$ cat src/hdl/nfh_pkg.sv
package nfh_pkg;
  // command codes
  localparam logic [7:0] CMD_READ_SETUP   = 8'h00;
  localparam logic [7:0] CMD_READ_EXEC    = 8'h30;
  localparam logic [7:0] CMD_PROG_SETUP   = 8'h80;
  localparam logic [7:0] CMD_PROG_EXEC    = 8'h10;
  localparam logic [7:0] CMD_ERASE_SETUP  = 8'h60;
  localparam logic [7:0] CMD_ERASE_EXEC   = 8'hd0;
  // software register offsets
  localparam logic [3:0] REG_CTRL   = 4'h0;
  localparam logic [3:0] REG_COL    = 4'h1;
  localparam logic [3:0] REG_ROW    = 4'h2;
  localparam logic [3:0] REG_DATA   = 4'h3;
  localparam logic [3:0] REG_STATUS = 4'h4;
  localparam logic [3:0] REG_PINS   = 4'h5;
  // control and status field positions
  localparam int CTRL_GO_LSB = 0;
  localparam int CTRL_OP_LSB = 1;
  localparam int CTRL_WP_BIT = 3;
  localparam int CTRL_CE_BIT = 4;
  localparam int STAT_BUSY_BIT  = 0;
  localparam int STAT_RB_BIT    = 1;
  localparam int STAT_DVAL_BIT  = 2;
  localparam int STAT_DREQ_BIT  = 3;
  // address geometry
  localparam int COL_BITS   = 12;
  localparam int ROW_BITS   = 19;
  localparam int PAGE_BYTES = 2048 + 64;
  localparam int BLOCK_PAGES = 64;
  // timing: a write-strobe phase is this many clocks, each phase at least 25 ns
  localparam int          CLK_PERIOD_NS = 20;
  localparam int          PHASE_NS      = 25;
  localparam int          PHASE_CYC     = (PHASE_NS + CLK_PERIOD_NS - 1) / CLK_PERIOD_NS;
  localparam int          WB_NS         = 100;
  localparam int          WB_CYC        = (WB_NS + CLK_PERIOD_NS - 1) / CLK_PERIOD_NS;
  localparam logic [7:0]  RESET_CTRL    = 8'h18;

  typedef enum logic [1:0] {
    OP_READ  = 2'b00,
    OP_PROG  = 2'b01,
    OP_ERASE = 2'b10,
    OP_NONE  = 2'b11
  } nfh_op_t;

  typedef enum logic [3:0] {
    ST_IDLE    = 4'h0,
    ST_CMD1    = 4'h1,
    ST_ADDR    = 4'h2,
    ST_DIN     = 4'h3,
    ST_CMD2    = 4'h4,
    ST_WAITB   = 4'h5,
    ST_WAITR   = 4'h6,
    ST_DOUT    = 4'h7,
    ST_DOUT_W  = 4'h8
  } nfh_state_t;

  // flash pin bundle driven by the host
  typedef struct packed {
    logic       ce_n;
    logic       cle;
    logic       ale;
    logic       we_n;
    logic       read_strobe_n;
    logic       wp_n;
    logic [7:0] dq_out;
    logic       dq_oe_n;
  } nfh_pins_t;

  typedef struct packed {
    logic [3:0] addr;
    logic [7:0] wdata;
    logic       wr;
    logic       rd;
  } nfh_bus_t;
endpackage : nfh_pkg

$ cat src/hdl/nfh_host.sv
`timescale 1ns/1ps
// How it works
// RULE1 - one byte-wide two-way port carries commands, addresses, and data both ways
// RULE2 - host releases the data port whenever the flash may drive it
// RULE3 - command bytes are sent with command strobe high, latched on write-strobe rise
// RULE4 - address bytes are sent with address strobe high, latched on write-strobe rise
// RULE5 - data bytes are sent with both latch strobes low on write-strobe rise
// RULE6 - each read-strobe fall yields the next byte; column advances by one
// RULE7 - flash ignores chip deselect while busy; host keeps select low anyway
// RULE8 - write protect low blocks program and erase in the flash
// RULE9 - ready/busy low during program, erase, page read; host waits for high
// RULE10 - ready/busy is open drain and valid even when deselected
// RULE11 - address bytes one and two carry column bits zero to eleven
// RULE12 - bytes three to five carry page, plane and block index
// RULE13 - unused high bits of address bytes two and five are driven low
// RULE14 - flash discards extra address bytes; host sends only the needed count
// RULE15 - address bit thirty selects die; kept low for a single-die part
// RULE16 - page register holds 2048 plus 64 bytes moved as one page
// RULE17 - erase acts on a whole block of 64 pages
// RULE18 - program and erase run autonomously inside the flash until ready
// RULE19 - page read fills page register while busy, within 25 us
// RULE20 - writes happen only with chip select low and write strobe pulsed low
// RULE21 - read, program and erase use setup and execute command bytes
// RULE22 - erase sends only the three row address bytes
// RULE23 - each programmed data byte goes to the current column, then column advances
module nfh_host #(
  parameter bit DUAL_DIE_PACKAGE = 1'b0
) (
  input  wire logic             mclk_i,
  input  wire logic             rst_i,
  input  wire nfh_pkg::nfh_bus_t bus_i,
  output logic [7:0]            rdata_o,
  output nfh_pkg::nfh_pins_t    pins_o,
  input  wire logic [7:0]       dq_i,
  input  wire logic             ready_busy_n_i
);
  import nfh_pkg::*;

  // the phase counter is three bits wide
  if (PHASE_CYC < 1 || PHASE_CYC > 7 || WB_CYC < 1 || WB_CYC > 7) begin : g_bad_timing
    $error("timing counts do not fit the phase counter");
  end

  typedef struct packed {
    nfh_state_t            st;
    nfh_op_t               op;
    logic                  go;
    logic [7:0]            ctrl;
    logic [COL_BITS-1:0]   col;
    logic [ROW_BITS-1:0]   row;
    logic [7:0]            wbyte;
    logic                  wfull;
    logic [7:0]            rbyte;
    logic                  rvalid;
    logic [2:0]            acnt;
    logic [1:0]            sub;
    logic [2:0]            tcnt;
    logic [COL_BITS:0]     left;
    logic [7:0]            rdata;
    logic                  rb_m;
    logic                  rb_s;
    logic [7:0]            dq_m;
    logic [7:0]            dq_s;
    nfh_pins_t             pins;
  } nfh_state_all_t;

  nfh_state_all_t s_q, s_d;
  logic [7:0] abyte;
  logic [7:0] cbyte;

  assign rdata_o = s_q.rdata;
  assign pins_o  = s_q.pins;

  // address byte mux, unused bits low
  always_comb begin
    unique case (s_q.acnt)
      3'd0:    abyte = s_q.col[7:0];                                   // RULE11
      3'd1:    abyte = {4'h0, s_q.col[11:8]};                          // RULE13
      3'd2:    abyte = s_q.row[7:0];                                   // RULE12
      3'd3:    abyte = s_q.row[15:8];
      default: abyte = {5'h00, (DUAL_DIE_PACKAGE & s_q.row[18]), s_q.row[17:16]}; // RULE15
    endcase
    unique case ({s_q.st == ST_CMD2, s_q.op})
      {1'b0, OP_READ}:  cbyte = CMD_READ_SETUP;                        // RULE21
      {1'b0, OP_PROG}:  cbyte = CMD_PROG_SETUP;
      {1'b0, OP_ERASE}: cbyte = CMD_ERASE_SETUP;
      {1'b1, OP_READ}:  cbyte = CMD_READ_EXEC;
      {1'b1, OP_PROG}:  cbyte = CMD_PROG_EXEC;
      {1'b1, OP_ERASE}: cbyte = CMD_ERASE_EXEC;
      default:          cbyte = 8'hff;
    endcase
  end

  always_comb begin
    s_d = s_q;
    s_d.dq_m = dq_i;
    s_d.dq_s = s_q.dq_m;
    s_d.rb_m = ready_busy_n_i;
    s_d.rb_s = s_q.rb_m;                                               // RULE10
    s_d.pins.wp_n = s_q.ctrl[CTRL_WP_BIT];                             // RULE8
    s_d.go = 1'b0;
    // software port
    if (bus_i.wr) begin
      unique case (bus_i.addr)
        REG_CTRL: begin
          s_d.ctrl = bus_i.wdata;
          if (bus_i.wdata[CTRL_GO_LSB] && s_q.st == ST_IDLE && s_q.tcnt == 3'd0) begin
            s_d.go = 1'b1;
            s_d.op = nfh_op_t'(bus_i.wdata[CTRL_OP_LSB +: 2]);
          end
        end
        // both shift in from below: high part first, low byte last
        REG_COL:  s_d.col = {s_q.col[3:0], bus_i.wdata};
        REG_ROW:  s_d.row = {s_q.row[ROW_BITS-9:0], bus_i.wdata};
        REG_DATA: begin
          s_d.wbyte = bus_i.wdata;
          s_d.wfull = 1'b1;
        end
        default: ;
      endcase
    end
    s_d.rdata = 8'h00;
    if (bus_i.rd) begin
      unique case (bus_i.addr)
        REG_CTRL:   s_d.rdata = s_q.ctrl;
        REG_COL:    s_d.rdata = s_q.col[7:0];
        REG_ROW:    s_d.rdata = s_q.row[7:0];
        REG_DATA: begin
          s_d.rdata  = s_q.rbyte;
          s_d.rvalid = 1'b0;
        end
        REG_STATUS: s_d.rdata = {4'h0, s_q.st == ST_DIN && !s_q.wfull,
                                 s_q.rvalid, s_q.rb_s,
                                 s_q.st != ST_IDLE || s_q.tcnt != 3'd0};
        REG_PINS:   s_d.rdata = s_q.dq_s;
        default:    s_d.rdata = 8'h00;
      endcase
    end
    // sequencer
    if (s_q.tcnt != 3'd0) begin
      s_d.tcnt = s_q.tcnt - 3'd1;
    end else begin
      unique case (s_q.st)
        ST_IDLE: begin
          s_d.pins.ce_n    = !s_q.ctrl[CTRL_CE_BIT] && !s_q.go;
          s_d.pins.dq_oe_n = 1'b1;                                     // RULE2
          if (s_q.go && s_q.op != OP_NONE) begin
            s_d.pins.ce_n = 1'b0;                                      // RULE20
            s_d.st  = ST_CMD1;
            s_d.sub = 2'd0;
          end
        end
        ST_CMD1, ST_CMD2, ST_ADDR, ST_DIN: begin
          // write cycle: strobe low, then high
          s_d.pins.dq_oe_n = 1'b0;                                     // RULE1
          s_d.tcnt = 3'(PHASE_CYC - 1);
          if (s_q.sub == 2'd0) begin
            // latch strobes move only here and in ST_WAITB, well after the last write-strobe rise
            s_d.pins.cle = s_q.st == ST_CMD1 || s_q.st == ST_CMD2;     // RULE3
            s_d.pins.ale = s_q.st == ST_ADDR;                          // RULE4
            if (s_q.st == ST_DIN && !s_q.wfull) begin
              s_d.tcnt = 3'd0;
              if (!s_q.ctrl[CTRL_GO_LSB])
                s_d.st = ST_CMD2;
            end else begin
              s_d.pins.dq_out = s_q.st == ST_ADDR ? abyte :
                                s_q.st == ST_DIN  ? s_q.wbyte : cbyte; // RULE5
              s_d.pins.we_n = 1'b0;                                    // RULE20
              s_d.sub = 2'd1;
            end
          end else begin
            s_d.pins.we_n = 1'b1;
            s_d.sub = 2'd0;
            unique case (s_q.st)
              ST_CMD1: begin
                s_d.st   = ST_ADDR;
                s_d.acnt = s_q.op == OP_ERASE ? 3'd2 : 3'd0;            // RULE22
              end
              ST_ADDR: begin
                s_d.acnt = s_q.acnt + 3'd1;
                if (s_q.acnt == 3'd4) begin                            // RULE14
                  s_d.st   = s_q.op == OP_PROG ? ST_DIN : ST_CMD2;
                  s_d.left = 13'(PAGE_BYTES) - {1'b0, s_q.col};
                end
              end
              ST_DIN: begin
                // a byte written in this cycle wins over the clear
                s_d.wfull = bus_i.wr && bus_i.addr == REG_DATA;
                s_d.col   = s_q.col + 12'd1;                           // RULE23
                s_d.left  = s_q.left - 13'd1;
                if (s_q.left == 13'd1 || !s_q.ctrl[CTRL_GO_LSB])
                  s_d.st = ST_CMD2;                                    // RULE16
              end
              default: begin
                s_d.st   = ST_WAITB;
                s_d.tcnt = 3'(WB_CYC);
              end
            endcase
          end
        end
        ST_WAITB: begin
          s_d.pins.dq_oe_n = 1'b1;
          s_d.pins.cle     = 1'b0;
          s_d.pins.ale     = 1'b0;
          s_d.st = ST_WAITR;
        end
        ST_WAITR: begin
          // ce stays low while busy
          if (s_q.rb_s) begin                                          // RULE9 RULE18 RULE19
            s_d.st  = s_q.op == OP_READ ? ST_DOUT : ST_IDLE;           // RULE17 RULE7
            s_d.sub = 2'd0;
            if (s_q.op == OP_READ)
              s_d.left = 13'(PAGE_BYTES) - {1'b0, s_q.col};
          end
        end
        ST_DOUT: begin
          if (s_q.sub == 2'd0) begin
            if (!s_q.ctrl[CTRL_GO_LSB]) begin
              s_d.st = ST_IDLE;
            end else if (!s_q.rvalid) begin
              s_d.pins.read_strobe_n = 1'b0;                           // RULE6
              s_d.tcnt = 3'(PHASE_CYC);
              s_d.sub  = 2'd1;
            end
          end else begin
            s_d.st = ST_DOUT_W;
          end
        end
        ST_DOUT_W: begin
          s_d.rbyte  = s_q.dq_s;
          s_d.rvalid = 1'b1;
          s_d.pins.read_strobe_n = 1'b1;
          s_d.col  = s_q.col + 12'd1;                                  // RULE6
          s_d.left = s_q.left - 13'd1;
          s_d.sub  = 2'd0;
          s_d.tcnt = 3'(PHASE_CYC - 1);
          s_d.st   = (s_q.left == 13'd1 || !s_q.ctrl[CTRL_GO_LSB]) ? ST_IDLE : ST_DOUT;
        end
        default: s_d.st = ST_IDLE;
      endcase
    end
    if (rst_i) begin
      s_d = '0;
      s_d.st   = ST_IDLE;
      s_d.op   = OP_NONE;
      s_d.ctrl = RESET_CTRL;
      s_d.rb_m = 1'b1;
      s_d.rb_s = 1'b1;
      s_d.pins.ce_n          = 1'b1;
      s_d.pins.we_n          = 1'b1;
      s_d.pins.read_strobe_n = 1'b1;
      s_d.pins.wp_n          = 1'b0;
      s_d.pins.dq_oe_n       = 1'b1;
    end
  end

  always_ff @(posedge mclk_i) begin
    s_q <= s_d;
  end
endmodule : nfh_host

$ cat config.mk
export PLATFORM = sky130hd
export DESIGN_NAME = nfh_host
export DESIGN_NICKNAME = d
export VERILOG_FILES = /design/src/hdl/nfh_pkg.sv /design/src/hdl/nfh_host.sv
export SDC_FILE = /design/constraint.sdc
export NUM_CORES = 1
export LEC_CHECK = 0
export BUFFER_PORTS_ARGS = -buffer_cell sky130_fd_sc_hd__buf_4
export CORE_UTILIZATION = 55
export DETAILED_ROUTE_END_ITERATION = 8
export GPL_TIMING_DRIVEN = 1
export PLACE_DENSITY_LB_ADDON = 0.25
export REMOVE_ABC_BUFFERS = 1
export SYNTH_ARGS = -nofsm -noshare
export SYNTH_HDL_FRONTEND = slang
export SYNTH_SLANG_ARGS = --single-unit
$ cat constraint.sdc
create_clock -name mclk_i -period 2 [get_ports mclk_i]
set_input_delay 0.5 -clock mclk_i [delete_from_list [all_inputs] [get_ports mclk_i]]
set_output_delay 0.5 -clock mclk_i [all_outputs]
set_load 0.02 [all_outputs]
==> flow_summary_export.csv <==
group,metric,value,unit
setup_path,crit_path_end_kind,"flip-flop",
finish,antenna_cells,0,
finish,fillers,884,
timing,min_period,2170,ps
setup_path,rr_worst_depth,7,
timing,whs,254,ps
clock_tree,cts.sinks,124,
die,io_pins,48,
die,die_w,110,um
die,die_h,110,um
power,vdd_ir_drop_max,0.791,mV
placement,place_inst,1020,
yosys,synth_seq_cells,124,
finish,final_cells,1070,
yosys,seq_area_frac_synth,38.4,%
placement,hpwl,13900,um
route,vias_per_cell,6.39,
timing,tns,-658,ps
yosys,synthFlopType,"dfxtp_1",
route,remaining_drc_errors,0,
route,drtIter0Drc,855,
route,routedWlPerCell,19.7,um
yosys,synthCells,823,
setup_path,cp_slowest_cell,"o41ai_4",
finish,ff_latch_area,2500,um2
clock_tree,root_buffer,"clkbuf_16",
power,p_leak,3.21,nW
grt,grt-ovfl-total,0,
setup_path,worst-path-buf-inv,0,
timing,worst_slack,-169,ps
grt,grtUsageTotal,33.7,%
setup_path,crit_type,"flip-flop to flip-flop",
setup_path,critPathTopFamily,"compound AO/OA/AOI/OAI gates",
setup_path,critical-path-max-stage-delay,440,ps
route,drt-total-wl,21100,um
clock_tree,clock_latency,430,ps
yosys,synthTopCellsByArea,"dfxtp_1 38%, nand2_1 7.8%, a21oi_1 6.3%",
clock_tree,cts_buffer_depth,2,
grt,first_global_vias,6195,
setup_path,startpoint_type,"flip-flop",
min_path,hp-class,"primary input to flip-flop",
grt,grt_pass1_wl,31200,um
setup_path,cp_max_fo,3,
finish,multiInputGateArea,3730,um2
yosys,synth_cell_types,71,
route,vias,6838,
finish,nNetsFinal,950,
yosys,synthArstFlopShare,0,%
clock_tree,postCtsHoldBufs,0,
timing,worst_pin_slew,633,ps
die,die_area,12200,um2
timing,finClkSkew,10.1,ps
route,ant_nets,0,
timing,slew_headroom,57.4,%
yosys,synth_edf_count,0,
die,core_area,11400,um2
timing,hold_violations,0,
yosys,yosys_warnings,0,
min_path,min_delay_path_depth,2,
die,placementRows,39,
power,power.density,791,nW/um2
timing,rsz0062_at_grt,"true",
yosys,synth_top_area_share,38.4,%
setup_path,worstPathRequired,2310,ps
placement,place.gp.congestion,0.946,
finish,drive_gt1_share,28.0,%
run,cap_violations,0,
placement,portBuffers,47,
timing,finalCritPeriodShare,108,%
setup_path,cp.arrival,2480,ps
timing,slew_viol_final,0,
yosys,syn_area,6460,um2
clock_tree,cts_tree,"done",
setup_path,path_depth,7,
yosys,yosysTopAreaCell,"dfxtp_1",
route,drtPass1Iterations,6,
grt,antenna_found_initial,0,
grt,grt_max_degree,84,
setup_path,path_cells,"ha_4 > or3b_4 > o41ai_4 > nor4_2 > a311oi_2 > nand2_1 > a32o_1",
yosys,synth_common_cells,"134 x nand2_1, 124 x dfxtp_1, 81 x a21oi_1",
outcome,violations,"setup timing",
finish,syn_to_final_growth,27.9,%
timing,max_freq,461,MHz
die,initial_core_util,56.6,%
yosys,syn_area_per_cell,7.85,um2
outcome,outcome,"complete, but fails checks",
yosys,synth_most_common_cell,"nand2_1",
timing,setup_viol,6,
clock_tree,cts_buffers,17,
clock_tree,htree_levels,4,
clock_tree,clkSlewWorstSetupHoldPaths,60,ps
-- power breakdown --
| group | internal [mW] | switching [mW] | total [mW] |
|---|---|---|---|
| registers | 2.54 | 0.0480 | 2.59 |
| clock network | 1.79 | 1.31 | 3.10 |
| logic | 0.342 | 0.500 | 0.842 |
-- routing by layer --
layer	wire (um)	share of wire [%]	track usage [%]
met3	1620	7.7	8.99
met4	885	4.2	14.4
met5	0	0	0
met1	8600	41	42.2
met2	10000	47	54.4
-- stage by stage --
step                      instance area (um2)  util (%)  setup WS [ps]  power [mW]
after floorplan                          6020         -           -549        3.00
after global placement                   7290      63.9           -191        3.35
after detailed placement                 7290      63.9           -324        3.37
after CTS                                7970      69.8          -99.4        6.42
after global routing                     8260      72.3           -207        6.70
final                                    8260      72.3           -169        6.53
-- final timing paths --
kind / startpoint / end / slack, ps
worst min-delay path: ready_busy_n_i / s_q[32]$_SDFF_PP1_ / 250
worst max-delay path: s_q[41]$_SDFFE_PP0P_ / s_q[124]$_SDFFE_PP0P_ / -170
worst min register to register: s_q[32]$_SDFF_PP1_ / s_q[31]$_SDFF_PP1_ / 410
worst max register to register: s_q[41]$_SDFFE_PP0P_ / s_q[124]$_SDFFE_PP0P_ / -170
-- area by class of cell --
cell class	count	share of cell area, %
flip-flops and latches	124	30.3
clock inverters	14	1.77
multi-input cells	602	45.2
clock buffers	18	5.32
well taps	143	2.17
repair buffers	157	14.6
inverters	12	0.576
-- logic make-up (layout without fill, tap and decap cells) --
group	Yosys count	in the layout	synth area share, %
buffers and inverters	99	201	7.42
flip-flops	124	124	38.4
AND/OR/NAND/NOR	333	334	25.0
XOR/XNOR	11	11	1.49
adder cells (fa/ha/maj)	11	11	2.13
multiplexers	6	6	0.930
AO/OA/AOI/OAI	239	240	24.6
-- state kept, by name, indices dropped and copies added, names as in the netlist --
signal,flops
pins_o,15
rdata_o,8
s_q,101
-- placed cells by master (no fill, tap or decap), types with 6 or more instances in the layout --
cell       count
a31oi_1       10
a222oi_1       6
clkbuf_16     17
nand2_1      131
a22oi_1       16
nand3_1       27
inv_6          6
nor4_1         6
a21oi_1       79
buf_4        152
inv_1          7
a211oi_1      16
dfxtp_1      113
o21ai_0       38
mux2i_1        6
xor2_1         6
or3_1          6
nor2b_1       28
and3_1        11
nor2_1        56
dfxtp_2        8
nor3_1        12
o211ai_1       6
-- timing repair --
item                       CTS  global route
pin swaps                   16            22
resized for setup           18            59
setup endpoints to repair   23            35
buffers inserted             5            10
cloned                       0             3
(Power assumes the default switching activity.)
